File: src/pkg/irc_pkg.sv
// Constants and types for the interrupt request block.
// Assumes a core that reports each instruction end with its code.
package irc_pkg;
  localparam int unsigned ACC_W        = 4;
  localparam int unsigned RLD_W        = 8;
  localparam logic [1:0]  INSTR_LAST   = 2'h2;
  localparam logic [1:0]  INSTR_FIRST  = 2'h0;
  localparam int          CT1_EXT0_EN  = 0;
  localparam int          CT1_EXT1_EN  = 1;
  localparam int          CT2_T4_EN    = 1;
  localparam int          T4C_CNT_PIN  = 3;
  localparam int          T4C_PWM_EXT  = 2;
  localparam int          T4C_RUN      = 1;
  localparam int          T4C_SRC      = 0;
  localparam int          EXC_IN_EN    = 3;
  localparam int          EXC_RISE     = 2;
  localparam int          EXC_BOTH     = 1;
  localparam logic [3:0]  CTRL_RST     = 4'h0;
  localparam logic [7:0]  RLD_RST      = 8'h00;
  typedef enum logic [3:0] {
    IRC_NOP           = 4'h0,
    IRC_DISABLE_ALL   = 4'h1,
    IRC_ENABLE_ALL    = 4'h2,
    IRC_RETURN        = 4'h3,
    IRC_WR_CTRL_ONE   = 4'h4,
    IRC_WR_CTRL_TWO   = 4'h5,
    IRC_WR_T4_CTRL    = 4'h6,
    IRC_WR_PRESC_CTRL = 4'h7,
    IRC_WR_EXT0_CTRL  = 4'h8,
    IRC_WR_EXT1_CTRL  = 4'h9,
    IRC_LD_T4_RELOAD  = 4'hA,
    IRC_LD_PS_RELOAD  = 4'hB,
    IRC_SKIP_T4       = 4'hC,
    IRC_SKIP_EXT0     = 4'hD,
    IRC_SKIP_EXT1     = 4'hE
  } irc_instr_t;
  typedef enum logic [1:0] {
    IRC_SRC_NONE = 2'h0,
    IRC_SRC_EXT0 = 2'h1,
    IRC_SRC_EXT1 = 2'h2,
    IRC_SRC_T4   = 2'h3
  } irc_src_t;
endpackage

File: src/pkg/irc_links.sv
// Interfaces between the top of the interrupt block and its counters and pin detectors.
// Assumes one clock domain for all parties.
`timescale 1ns/1ns
`default_nettype none
interface irc_cnt_if #(parameter int unsigned W = 8);
  logic         tick;
  logic         run;
  logic         load;
  logic [W-1:0] reload;
  logic [W-1:0] value;
  logic         underflow;
  modport ctl (output tick, run, load, reload, input value, underflow);
  modport cnt (input tick, run, load, reload, output value, underflow);
endinterface

interface irc_ext_if;
  logic in_en;
  logic rise_pol;
  logic both;
  logic hit;
  modport ctl (output in_en, rise_pol, both, input hit);
  modport det (input in_en, rise_pol, both, output hit);
endinterface
`default_nettype wire

File: src/rtl/irc_reload_cnt.sv
// Down counter with reload register value, underflow pulse.
// Assumes tick and load come from logic on the same clock.
`timescale 1ns/1ns
`default_nettype none
module irc_reload_cnt #(
  parameter int unsigned W = 8
) (
  input  wire logic clk,
  input  wire logic rst_n,
  input  wire logic ce,
  irc_cnt_if.cnt    bus
);
  logic [W-1:0] cnt_reg;
  logic         uf_reg;
  logic         at_zero;

  assign at_zero = (cnt_reg == '0);
  assign bus.value = cnt_reg;
  assign bus.underflow = uf_reg;

  // Counts n down to 0, so n+1 ticks per underflow
  always_ff @(posedge clk or negedge rst_n) begin
    if (!rst_n) begin
      cnt_reg <= '0;
    end else if (ce) begin
      if (bus.load) begin
        cnt_reg <= bus.reload;
      end else if (bus.run && bus.tick) begin
        cnt_reg <= at_zero ? bus.reload : W'(cnt_reg - 1'b1);
      end
    end
  end

  always_ff @(posedge clk or negedge rst_n) begin
    if (!rst_n) begin
      uf_reg <= 1'b0;
    end else if (ce) begin
      uf_reg <= !bus.load && bus.run && bus.tick && at_zero;
    end
  end
endmodule
`default_nettype wire

File: src/rtl/irc_ext_detect.sv
// Pin synchroniser and valid waveform detector for one external interrupt pin.
// Assumes the pin is asynchronous to clk.
`timescale 1ns/1ns
`default_nettype none
module irc_ext_detect (
  input  wire logic clk,
  input  wire logic rst_n,
  input  wire logic ce,
  input  wire logic pin,
  irc_ext_if.det    ctl
);
  logic s1_reg;
  logic s2_reg;
  logic s3_reg;
  logic lvl_reg;
  logic prev_reg;
  logic hit_reg;
  logic norm;

  assign ctl.hit = hit_reg;
  // Normalised active level; gating and polarity changes show up as edges
  assign norm = ctl.in_en && (ctl.rise_pol ? lvl_reg : !lvl_reg);

  always_ff @(posedge clk or negedge rst_n) begin
    if (!rst_n) begin
      s1_reg <= 1'b0;
      s2_reg <= 1'b0;
      s3_reg <= 1'b0;
      lvl_reg <= 1'b0;
    end else if (ce) begin
      s1_reg <= pin;
      s2_reg <= s1_reg;
      s3_reg <= s2_reg;
      if (s2_reg == s3_reg) begin
        lvl_reg <= s3_reg;
      end
    end
  end

  always_ff @(posedge clk or negedge rst_n) begin
    if (!rst_n) begin
      prev_reg <= 1'b0;
      hit_reg <= 1'b0;
    end else if (ce) begin
      prev_reg <= norm;
      hit_reg <= ctl.both ? (norm != prev_reg) : (norm && !prev_reg);
    end
  end
endmodule
`default_nettype wire

File: src/rtl/irc_top.sv
// Interrupt request control: global enable, timer4 with prescaler, two external pins.
// Assumes the core presents INSTR_CODE with a one-cycle INSTR_END per instruction.
`timescale 1ns/1ns
`default_nettype none
module irc_top (
  input  wire logic                      MCLK,
  input  wire logic                      RESETN,
  input  wire logic                      CE,
  input  wire logic                      INSTR_END,
  input  wire irc_pkg::irc_instr_t       INSTR_CODE,
  input  wire logic [irc_pkg::ACC_W-1:0] ACC,
  input  wire logic [irc_pkg::RLD_W-1:0] AB_DATA,
  input  wire logic                      EXTERNAL_IRQ_PIN_ZERO,
  input  wire logic                      EXTERNAL_IRQ_PIN_ONE,
  input  wire logic                      COUNTER_PIN_ONE_INPUT,
  output logic                           SKIP,
  output logic                           IRQ_TAKE,
  output irc_pkg::irc_src_t              IRQ_SRC,
  output logic                           GLOBAL_IRQ_ENABLE,
  output logic [irc_pkg::ACC_W-1:0]      IRQ_CONTROL_ONE,
  output logic [irc_pkg::ACC_W-1:0]      IRQ_CONTROL_TWO,
  output logic [irc_pkg::ACC_W-1:0]      TIMER4_CONTROL,
  output logic                           PRESCALER_CONTROL,
  output logic [irc_pkg::ACC_W-1:0]      EXT0_CONTROL,
  output logic [irc_pkg::ACC_W-1:0]      EXT1_CONTROL,
  output logic                           TIMER4_REQUEST_FLAG,
  output logic                           EXT0_REQUEST_FLAG,
  output logic                           EXT1_REQUEST_FLAG,
  output logic [irc_pkg::RLD_W-1:0]      TIMER4_COUNT,
  output logic [irc_pkg::RLD_W-1:0]      PRESCALER_COUNT
);
  import irc_pkg::*;

  function automatic logic is_op(input logic ex, input irc_instr_t code, input irc_instr_t op);
    return ex && (code == op);
  endfunction

  function automatic logic skip_hit(input logic op, input logic en, input logic flag);
    return op && !en && flag;
  endfunction

  logic [ACC_W-1:0] ctrl_one_reg;
  logic [ACC_W-1:0] ctrl_two_reg;
  logic [ACC_W-1:0] t4_ctrl_reg;
  logic             presc_ctrl_reg;
  logic [ACC_W-1:0] ext0_ctrl_reg;
  logic [ACC_W-1:0] ext1_ctrl_reg;
  logic [RLD_W-1:0] t4_reload_reg;
  logic [RLD_W-1:0] presc_reload_reg;
  logic             glob_en_reg;
  logic             ei_hold_reg;
  logic             in_service_reg;
  logic             t4_flag_reg;
  logic             ext0_flag_reg;
  logic             ext1_flag_reg;
  logic             skip_reg;
  logic             take_reg;
  irc_src_t         src_reg;
  logic [1:0]       phase_reg;
  logic             half_reg;
  logic             cp1_reg;
  logic             cp2_reg;
  logic             cp3_reg;
  logic             cp_lvl_reg;
  logic             cp_prev_reg;

  logic exec;
  logic op_disable;
  logic op_enable;
  logic op_return;
  logic op_skip_t4;
  logic op_skip_ext0;
  logic op_skip_ext1;
  logic op_ld_t4;
  logic op_ld_presc;
  logic inst_tick;
  logic cp_rise;
  logic pend_ext0;
  logic pend_ext1;
  logic pend_t4;
  logic can_take;
  logic take_ext0;
  logic take_ext1;
  logic take_t4;
  logic take_any;
  logic skip_next;

  irc_cnt_if #(.W(RLD_W)) presc_bus ();
  irc_cnt_if #(.W(RLD_W)) t4_bus ();
  irc_ext_if              ext0_bus ();
  irc_ext_if              ext1_bus ();

  assign exec = CE && INSTR_END;
  assign op_disable = is_op(exec, INSTR_CODE, IRC_DISABLE_ALL);
  assign op_enable = is_op(exec, INSTR_CODE, IRC_ENABLE_ALL);
  assign op_return = is_op(exec, INSTR_CODE, IRC_RETURN);
  assign op_skip_t4 = is_op(exec, INSTR_CODE, IRC_SKIP_T4);
  assign op_skip_ext0 = is_op(exec, INSTR_CODE, IRC_SKIP_EXT0);
  assign op_skip_ext1 = is_op(exec, INSTR_CODE, IRC_SKIP_EXT1);
  assign op_ld_t4 = is_op(exec, INSTR_CODE, IRC_LD_T4_RELOAD);
  assign op_ld_presc = is_op(exec, INSTR_CODE, IRC_LD_PS_RELOAD);

  // Control registers written from the accumulator
  always_ff @(posedge MCLK or negedge RESETN) begin
    if (!RESETN) begin
      ctrl_one_reg <= CTRL_RST;
      ctrl_two_reg <= CTRL_RST;
      t4_ctrl_reg <= CTRL_RST;
      presc_ctrl_reg <= 1'b0;
      ext0_ctrl_reg <= CTRL_RST;
      ext1_ctrl_reg <= CTRL_RST;
    end else if (exec) begin
      if (INSTR_CODE == IRC_WR_CTRL_ONE) begin
        ctrl_one_reg <= ACC;
      end else if (INSTR_CODE == IRC_WR_CTRL_TWO) begin
        ctrl_two_reg <= ACC;
      end else if (INSTR_CODE == IRC_WR_T4_CTRL) begin
        t4_ctrl_reg <= ACC;
      end else if (INSTR_CODE == IRC_WR_PRESC_CTRL) begin
        presc_ctrl_reg <= ACC[0];
      end else if (INSTR_CODE == IRC_WR_EXT0_CTRL) begin
        ext0_ctrl_reg <= ACC;
      end else if (INSTR_CODE == IRC_WR_EXT1_CTRL) begin
        ext1_ctrl_reg <= ACC;
      end
    end
  end

  // Reload registers written from the data pair
  always_ff @(posedge MCLK or negedge RESETN) begin
    if (!RESETN) begin
      t4_reload_reg <= RLD_RST;
      presc_reload_reg <= RLD_RST;
    end else begin
      if (op_ld_t4) begin
        t4_reload_reg <= AB_DATA;
      end
      if (op_ld_presc) begin
        presc_reload_reg <= AB_DATA;
      end
    end
  end

  // Instruction clock is one system clock in three
  always_ff @(posedge MCLK or negedge RESETN) begin
    if (!RESETN) begin
      phase_reg <= INSTR_FIRST;
    end else if (CE) begin
      phase_reg <= (phase_reg == INSTR_LAST) ? INSTR_FIRST : 2'(phase_reg + 2'h1);
    end
  end
  assign inst_tick = CE && (phase_reg == INSTR_LAST);

  // Counter pin: three flops, a rise counts once stages two and three agree
  always_ff @(posedge MCLK or negedge RESETN) begin
    if (!RESETN) begin
      cp1_reg <= 1'b0;
      cp2_reg <= 1'b0;
      cp3_reg <= 1'b0;
      cp_lvl_reg <= 1'b0;
      cp_prev_reg <= 1'b0;
    end else if (CE) begin
      cp1_reg <= COUNTER_PIN_ONE_INPUT;
      cp2_reg <= cp1_reg;
      cp3_reg <= cp2_reg;
      if (cp2_reg == cp3_reg) begin
        cp_lvl_reg <= cp3_reg;
      end
      cp_prev_reg <= cp_lvl_reg;
    end
  end
  assign cp_rise = cp_lvl_reg && !cp_prev_reg;

  // Halves the prescaler output for the timer4 prescaler source
  always_ff @(posedge MCLK or negedge RESETN) begin
    if (!RESETN) begin
      half_reg <= 1'b0;
    end else if (CE && presc_bus.underflow) begin
      half_reg <= !half_reg;
    end
  end

  assign presc_bus.tick = inst_tick;
  assign presc_bus.run = presc_ctrl_reg;
  assign presc_bus.load = op_ld_presc;
  assign presc_bus.reload = op_ld_presc ? AB_DATA : presc_reload_reg;

  irc_reload_cnt #(.W(RLD_W)) u_presc (
    .clk   (MCLK),
    .rst_n (RESETN),
    .ce    (CE),
    .bus   (presc_bus)
  );

  assign t4_bus.tick = t4_ctrl_reg[T4C_SRC] ? (presc_bus.underflow && half_reg)
                                            : (cp_rise && t4_ctrl_reg[T4C_CNT_PIN]);
  assign t4_bus.run = t4_ctrl_reg[T4C_RUN];
  assign t4_bus.load = op_ld_t4;
  assign t4_bus.reload = op_ld_t4 ? AB_DATA : t4_reload_reg;

  irc_reload_cnt #(.W(RLD_W)) u_t4 (
    .clk   (MCLK),
    .rst_n (RESETN),
    .ce    (CE),
    .bus   (t4_bus)
  );

  assign ext0_bus.in_en = ext0_ctrl_reg[EXC_IN_EN];
  assign ext0_bus.rise_pol = ext0_ctrl_reg[EXC_RISE];
  assign ext0_bus.both = ext0_ctrl_reg[EXC_BOTH];
  assign ext1_bus.in_en = ext1_ctrl_reg[EXC_IN_EN];
  assign ext1_bus.rise_pol = ext1_ctrl_reg[EXC_RISE];
  assign ext1_bus.both = ext1_ctrl_reg[EXC_BOTH];

  irc_ext_detect u_ext0 (
    .clk   (MCLK),
    .rst_n (RESETN),
    .ce    (CE),
    .pin   (EXTERNAL_IRQ_PIN_ZERO),
    .ctl   (ext0_bus)
  );

  irc_ext_detect u_ext1 (
    .clk   (MCLK),
    .rst_n (RESETN),
    .ce    (CE),
    .pin   (EXTERNAL_IRQ_PIN_ONE),
    .ctl   (ext1_bus)
  );

  // Acceptance at an instruction end, fixed priority ext0, ext1, timer4
  assign pend_ext0 = ext0_flag_reg && ctrl_one_reg[CT1_EXT0_EN];
  assign pend_ext1 = ext1_flag_reg && ctrl_one_reg[CT1_EXT1_EN];
  assign pend_t4 = t4_flag_reg && ctrl_two_reg[CT2_T4_EN];
  assign can_take = exec && glob_en_reg && !ei_hold_reg && !in_service_reg;
  assign take_ext0 = can_take && pend_ext0;
  assign take_ext1 = can_take && !pend_ext0 && pend_ext1;
  assign take_t4 = can_take && !pend_ext0 && !pend_ext1 && pend_t4;
  assign take_any = take_ext0 || take_ext1 || take_t4;

  always_ff @(posedge MCLK or negedge RESETN) begin
    if (!RESETN) begin
      glob_en_reg <= 1'b0;
    end else if (take_any) begin
      glob_en_reg <= 1'b0;
    end else if (op_disable) begin
      glob_en_reg <= 1'b0;
    end else if (op_enable) begin
      glob_en_reg <= 1'b1;
    end
  end

  // Enable waits one instruction end before acceptance may use it
  always_ff @(posedge MCLK or negedge RESETN) begin
    if (!RESETN) begin
      ei_hold_reg <= 1'b0;
    end else if (op_enable) begin
      ei_hold_reg <= 1'b1;
    end else if (exec) begin
      ei_hold_reg <= 1'b0;
    end
  end

  always_ff @(posedge MCLK or negedge RESETN) begin
    if (!RESETN) begin
      in_service_reg <= 1'b0;
    end else if (take_any) begin
      in_service_reg <= 1'b1;
    end else if (op_return) begin
      in_service_reg <= 1'b0;
    end
  end

  // Request flags: a set always wins over a clear in the same cycle
  always_ff @(posedge MCLK or negedge RESETN) begin
    if (!RESETN) begin
      t4_flag_reg <= 1'b0;
      ext0_flag_reg <= 1'b0;
      ext1_flag_reg <= 1'b0;
    end else if (CE) begin
      if (t4_bus.underflow) begin
        t4_flag_reg <= 1'b1;
      end else if (take_t4 || (op_skip_t4 && !ctrl_two_reg[CT2_T4_EN])) begin
        t4_flag_reg <= 1'b0;
      end
      if (ext0_bus.hit) begin
        ext0_flag_reg <= 1'b1;
      end else if (take_ext0 || (op_skip_ext0 && !ctrl_one_reg[CT1_EXT0_EN])) begin
        ext0_flag_reg <= 1'b0;
      end
      if (ext1_bus.hit) begin
        ext1_flag_reg <= 1'b1;
      end else if (take_ext1 || (op_skip_ext1 && !ctrl_one_reg[CT1_EXT1_EN])) begin
        ext1_flag_reg <= 1'b0;
      end
    end
  end

  assign skip_next = skip_hit(op_skip_t4, ctrl_two_reg[CT2_T4_EN], t4_flag_reg)
                  || skip_hit(op_skip_ext0, ctrl_one_reg[CT1_EXT0_EN], ext0_flag_reg)
                  || skip_hit(op_skip_ext1, ctrl_one_reg[CT1_EXT1_EN], ext1_flag_reg);

  always_ff @(posedge MCLK or negedge RESETN) begin
    if (!RESETN) begin
      skip_reg <= 1'b0;
      take_reg <= 1'b0;
      src_reg <= IRC_SRC_NONE;
    end else if (CE) begin
      skip_reg <= skip_next;
      take_reg <= take_any;
      if (take_ext0) begin
        src_reg <= IRC_SRC_EXT0;
      end else if (take_ext1) begin
        src_reg <= IRC_SRC_EXT1;
      end else if (take_t4) begin
        src_reg <= IRC_SRC_T4;
      end
    end
  end

  assign SKIP = skip_reg;
  assign IRQ_TAKE = take_reg;
  assign IRQ_SRC = src_reg;
  assign GLOBAL_IRQ_ENABLE = glob_en_reg;
  assign IRQ_CONTROL_ONE = ctrl_one_reg;
  assign IRQ_CONTROL_TWO = ctrl_two_reg;
  assign TIMER4_CONTROL = t4_ctrl_reg;
  assign PRESCALER_CONTROL = presc_ctrl_reg;
  assign EXT0_CONTROL = ext0_ctrl_reg;
  assign EXT1_CONTROL = ext1_ctrl_reg;
  assign TIMER4_REQUEST_FLAG = t4_flag_reg;
  assign EXT0_REQUEST_FLAG = ext0_flag_reg;
  assign EXT1_REQUEST_FLAG = ext1_flag_reg;
  assign TIMER4_COUNT = t4_bus.value;
  assign PRESCALER_COUNT = presc_bus.value;
endmodule
`default_nettype wire

File: config.mk
export PLATFORM = sky130hd
export DESIGN_NAME = irc_top
export DESIGN_NICKNAME = d
export VERILOG_FILES = /design/src/pkg/irc_pkg.sv /design/src/pkg/irc_links.sv /design/src/rtl/irc_reload_cnt.sv /design/src/rtl/irc_ext_detect.sv /design/src/rtl/irc_top.sv
export SDC_FILE = /design/constraint.sdc
export NUM_CORES = 1
export LEC_CHECK = 0
export CAP_MARGIN = 20
export CELL_PAD_IN_SITES_DETAIL_PLACEMENT = 0
export CELL_PAD_IN_SITES_GLOBAL_PLACEMENT = 1
export CORE_MARGIN = 4
export CORE_UTILIZATION = 45
export DETAILED_ROUTE_END_ITERATION = 10
export DONT_BUFFER_PORTS = 1
export MAX_ROUTING_LAYER = met4
export PLACE_DENSITY_LB_ADDON = 0.1
export SLEW_MARGIN = 20
export SYNTH_ARGS = -nofsm -noshare
export SYNTH_HDL_FRONTEND = slang
export SYNTH_SLANG_ARGS = --single-unit
File: constraint.sdc
create_clock -name MCLK -period 1.83 [get_ports MCLK]
set_input_delay 0.183 -clock MCLK [delete_from_list [all_inputs] [get_ports MCLK]]
set_output_delay 0.183 -clock MCLK [all_outputs]
set_load 0.02 [all_outputs]
# --- Yosys cells after proc, flatten, opt, wreduce, memory -nomap -nowiden ---
# Index checks and enable logic that the tools add are counted.
totals:
  reg_bits: 85
  out_inout_bits: 45
  inputBits: 23
  elab_cells: 189
op_classes:
  mux: 30
  n_eq_ne: 20
  n_reduce_logical: 91
  bitwise: 5
  addsub: 3
ops:
  columns: ["cell", "count"]
  rows:
  - ["$mux 8", 8]
  - ["$logic_and 1x1->1", 43]
  - ["$eq 4x4->1 const B", 7]
  - ["$reduce_and 2->1", 10]
  - ["$mux 1", 18]
  - ["$eq 4x3->1 const B", 4]
  - ["$logic_not 8->1", 2]
  - ["$sub 8x1->8 const B", 2]
  - ["$logic_not 1->1", 15]
  - ["$reduce_bool 2->1", 7]
  - ["$eq 4x2->1 const B", 2]
  - ["$mux 2", 4]
  - ["$logic_or 1x1->1", 7]
  - ["$reduce_and 7->1", 1]
  - ["$reduce_and 6->1", 1]
  - ["$reduce_bool 3->1", 2]
  - ["$not 1->1", 5]
  - ["$reduce_and 5->1", 1]
  - ["$eq 4x1->1 const B", 1]
  - ["$reduce_and 4->1", 1]
  - ["$eq 1x1->1", 3]
  - ["$reduce_and 3->1", 1]
  - ["$add 2x1->2 const B", 1]
  - ["$eq 2x2->1 const B", 1]
  - ["$ne 1x1->1", 2]

# --- Depth between registers and ports, before layout ---
depth:
  word_depth: 10
  ltp_mapped: 7
  mapped_depth_nobuf: 6

# --- Modules after synthesis ---
# A second synthesis with hierarchy kept.
unflattened:
  hier_cells: 348
  hier_area_um2: 4129.0
by_module_without_submodules:
  columns: ["module", "seq_area_each_um2", "cells_per_inst", "n_inst", "area_per_inst_um2"]
  rows:
  - ["irc_top", 1376.3, 166, 1, 2317.2]
  - ["irc_reload_cnt", 225.2, 68, 2, 619.3]
  - ["irc_ext_detect", 150.1, 23, 2, 286.5]

# --- Worst setup path after synthesis ---
# No wires, ideal clock.
synth_path:
  kind: "reg2reg"
  start: "register u_presc.cnt_reg[0] (netlist: u_presc.bus.value[0])"
  end: "register u_presc.cnt_reg[5] (netlist: u_presc.bus.value[5])"
  n_path_buf: 1
  required_time_ns: 1.707
  synth_period_minus_slack_ns: 2.011
  setup_time_ns: 0.123
  stages_incl_launch_ff: 8
  setup_slack_ns: -0.181
  arrival_time_ns: 1.888
  cell_sequence: "dfrtp_1 inv_1 ha_1 or4b_1 buf_2 mux2_4 a221oi_2 nor2_1"
synth_via:
  elab_chain_len: 4
  word_cells_on_any_way: 5
  cone_classes: "add/sub: 1; mux: 3; reduce/logical: 1"
synth_lines:
  columns: ["element", "line_no", "text"]
  rows:
  - ["start, declared", "irc_reload_cnt.sv:13", "logic [W-1:0] cnt_reg;"]
  - ["start signal, assigned", "irc_reload_cnt.sv:27", "cnt_reg <= bus.reload;"]
  - ["start signal, assigned", "irc_reload_cnt.sv:29", "cnt_reg <= at_zero ? bus.reload : W'(cnt_reg - 1'b1);"]
  - ["$sub 8x1->8 or $logic_not 8->1 (tied branches)", "irc_reload_cnt.sv:29, irc_reload_cnt.sv:17", null]
  - ["$mux 8 (*)", "irc_reload_cnt.sv:29", null]
  - ["$mux 8 (*)", "irc_reload_cnt.sv:28", "end else if (bus.run && bus.tick) begin"]
  - ["$mux 8 (*)", "irc_reload_cnt.sv:26", "if (bus.load) begin"]
# Every way passes the cells marked *; elsewhere a longest branch is shown, timed or not. The select of a mux whose other input is x is not followed.
# A chain may end at the register's enable or synchronous reset.

# --- Worst setup path in the final report ---
layout_path:
  start: "register u_presc.cnt_reg[1] (netlist: u_presc.bus.value[1])"
  end: "register u_presc.cnt_reg[5] (netlist: u_presc.bus.value[5])"
# The elaborated chain is that of the path after synthesis.

==> flow_summary_export.csv <==
group,metric,value,unit
routing,drt_iter0_markers,133,
sta,final.min_clock_period,1826,ps
routing,wl_per_cell,19.48,um
global_routing,grt_pass1_vias,3340,
cells_and_area,nets,492,
routing,first_pass_iters,4,
cells_and_area,post-route-cell-area,0.005131,mm2
critical_path,cp-endpoint,"u_presc.bus.value[5]$_DFFE_PN0P_",
sta,hold_violations,85,
critical_path,r2r_cells,6,
yosys,synth_enable_flop_cells,0,
critical_path,slowest_stage,"or4b_4",
clock_tree,postCtsHoldBufs,16,
global_routing,grt_pass1_wl,18200,um
floorplan,num_rows,34,
yosys,synthesis.area,0.004193,mm2
clock_tree,cts-root-buf,"clkbuf_8",
global_routing,grt_antenna_before_repair,0,
worst_hold_path,hold_path.class,"input port to asynchronous set/reset pin",
critical_path,worstPathMaxFanout,4,
yosys,synthFlopType,"dfrtp_1",
routing,vias,3373,
yosys,ys_types,60,
run_status,status,"finished, violations left",
power_and_ir_drop,vdd_drop_max,591.6,uV
critical_path,critPathRequiredTime,2090,ps
yosys,synth_seq_cells,85,
sta,finalMaxSlewViolations,0,
yosys,ys_warn_count,0,
critical_path,reg2reg_slack,4,ps
run_status,violations,"hold timing",
critical_path,r2r-start,"u_presc.bus.value[1]$_DFFE_PN0P_",
critical_path,cp_top_family,"simple AND/OR/NAND/NOR gates",
sta,worst_pin_slew,565.4,ps
clock_tree,cts_tree,"built",
clock_tree,cts_num_sinks,85,
placed_design,dpl_cell_area,0.004654,mm2
routing,postRouteAntennaNets,0,
critical_path,path_cells,"inv_2 -> ha_4 -> or4b_4 -> mux2_4 -> a221oi_2 -> nor2_1",
cells_and_area,fill_cells,782,
critical_path,end_kind,"flop",
sta,slew-limit-headroom,0.6231,
global_routing,grt_max_degree,86,
sta,fin_skew,14.33,ps
placed_design,dp_hpwl,7733,um
placed_design,routabilityCongestion,0.8780,
clock_tree,cts_buffers,9,
power_and_ir_drop,leakage,2.310,nW
power_and_ir_drop,total_power,6.872,mW
routing,drc_errors,0,
yosys,syn_nets,429,
yosys,syn_avg_cell_area,10.48,um2
floorplan,die_area,0.01093,mm2
critical_path,crit_start,"u_presc.bus.value[1]$_DFFE_PN0P_",
floorplan,initial_utilization,0.4716,
global_routing,overflow,0,
clock_tree,cts_buffer_depth,2,
critical_path,path_class,"flop to flop",
critical_path,worst-path-buf-inv,1,
sta,hold_slack,-499.1,ps
clock_tree,htree_levels,3,
critical_path,max_stage_delay,490,ps
yosys,synthCells,400,
floorplan,fp.dieW,104.5,um
critical_path,r2r-end,"u_presc.bus.value[5]$_DFFE_PN0P_",
cells_and_area,areaGrowthSynthToFinish,22.38,%
critical_path,start_kind,"flop",
floorplan,fp.dieH,104.5,um
global_routing,grt_use_total,0.2132,
sta,finalSetupViolCount,0,
cells_and_area,post-route-util,0.5771,
clock_tree,clk_latency,360,ps
yosys,ys_async_sr_fraction,1.000,
sta,grt_setup_unrepaired,"yes",
critical_path,cp.depth,6,
cells_and_area,drive_gt1_frac,0.2842,
floorplan,ios,68,
power_and_ir_drop,power_density,1339,mW/mm2
placed_design,port_buffers,0,
cells_and_area,diodes,0,
clock_tree,cts.clk_slew.worst_paths,110,ps
floorplan,core,0.008891,mm2
sta,fmax,547.7,MHz
routing,routed_wl,11220,um
sta,final.period_utilization,0.9977,
routing,via_per_inst,5.856,
yosys,yosysSeqAreaShare,0.5073,
critical_path,cp_data_arrival_time,2090,ps
sta,tns,0,ps
flow_run,drv_cap,0,
==> worst min-delay path by stage <==
stage | from | end | depth (start not counted)
6_report | RESETN | EXT0_REQUEST_FLAG$_DFFE_PN0P_ | 0
3_3_place_gp | RESETN | IRQ_TAKE$_DFFE_PN0P_ | 0
5_1_grt | RESETN | IRQ_CONTROL_ONE[3]$_DFFE_PN0P_ | 0
2_1_floorplan | RESETN | EXT0_CONTROL[0]$_DFFE_PN0P_ | 0
4_1_cts | RESETN | IRQ_TAKE$_DFFE_PN0P_ | 0
3_5_place_dp | RESETN | IRQ_TAKE$_DFFE_PN0P_ | 0
==> Yosys cell counts (all sizes together), types with 4 or more instances <==
master	number	area share
dfrtp	85	0.51
a21o	6	0.011
nor4b	4	0.0098
nor4	4	0.0060
nor2	21	0.019
nor3	7	0.0084
mux2i	4	0.0095
nand4b	5	0.010
nand2	53	0.047
o22ai	5	0.0090
ha	6	0.018
buf	16	0.023
nand3	8	0.0095
mux2	33	0.090
a21oi	13	0.016
o31ai	4	0.0072
o21ai	24	0.029
inv	19	0.017
nand4	4	0.0060
or3	6	0.0090
o211ai	5	0.0090
clkbuf	5	0.0045
a31oi	4	0.0060
o2bb2ai	5	0.010
==> cell usage in the layout, fill, tap and decap left out, types with 6 or more instances in the layout <==
master         instances
o21ai_0               21
nor3_1                 7
mux2_2                31
clkbuf_8               9
inv_1                 15
a21oi_1               12
buf_4                 54
or3_1                  6
a21o_1                 6
nand3_1                8
nor2_1                20
dlygate4sd3_1         15
dfrtp_1               81
nand2_1               53
==> metal layers <==
| metal | routed length, um | vias up | track usage | part of all wire |
|---|---|---|---|---|
| li1 | - | 1582 | - | - |
| met3 | 566 | 12 | 0.05276 | 0.050 |
| met4 | 123 | 0 | 0.05128 | 0.011 |
| met2 | 5103 | 81 | 0.3123 | 0.45 |
| met5 | 0 | - | - | 0 |
| met1 | 5426 | 1698 | 0.2985 | 0.48 |
==> worst register-to-register path: cells and delay by family, from the launching register on <==
kind,cells,cell delay [ps]
fa+ha+maj,1,120
mux,1,320
compound gates,1,240
flops,1,420
simple gates,2,550
buf+inv,1,80
==> power by group <==
part | switching (mW) | internal, mW
registers | 0.493 | 2.34
logic | 1.27 | 1.27
clock network | 0.814 | 0.682
==> area by class of cell <==
| type | instances | area, um2 | area share |
|---|---|---|---|
| well taps | 108 | 135.1 | 0.02634 |
| flip-flops and latches | 85 | 2132 | 0.4155 |
| clock inverters | 7 | 97.59 | 0.01902 |
| multi-input cells | 275 | 1963 | 0.3826 |
| repair buffers | 73 | 603.1 | 0.1175 |
| clock buffers | 9 | 123.9 | 0.02414 |
| inverters | 19 | 76.32 | 0.01487 |
==> logic make-up after synthesis <==
group / share of synthesized area
AOI/OAI and AO/OA: 0.1614
xor gates and xnor gates: 0.006268
adders and majority gates: 0.01790
buffers and inverters: 0.04417
DFF: 0.5073
muxes: 0.09908
and+or+nand+nor: 0.1638
==> timing repair <==
| item | 4_1_cts | 5_1_grt |
|---|---|---|
| pin swaps | 2 | 6 |
| endpoints found under the setup margin | 4 | 12 |
| gates resized for setup | 5 | 14 |
| endpoints found under the hold margin | 148 | 85 |
| buffers inserted | 3 | 2 |
==> through the flow <==
| step | setup slack, ps | std cells |
|---|---|---|
| 4_1_cts | -24.83 | 574 |
| 2_1_floorplan | -108.1 | 400 |
| 3_5_place_dp | -68.91 | 539 |
| 5_1_grt | -67.32 | 576 |
| 3_3_place_gp | -17.96 | 539 |
| 6_report | 4.190 | 576 |
Note: power is estimated with default switching activity, not from simulation.
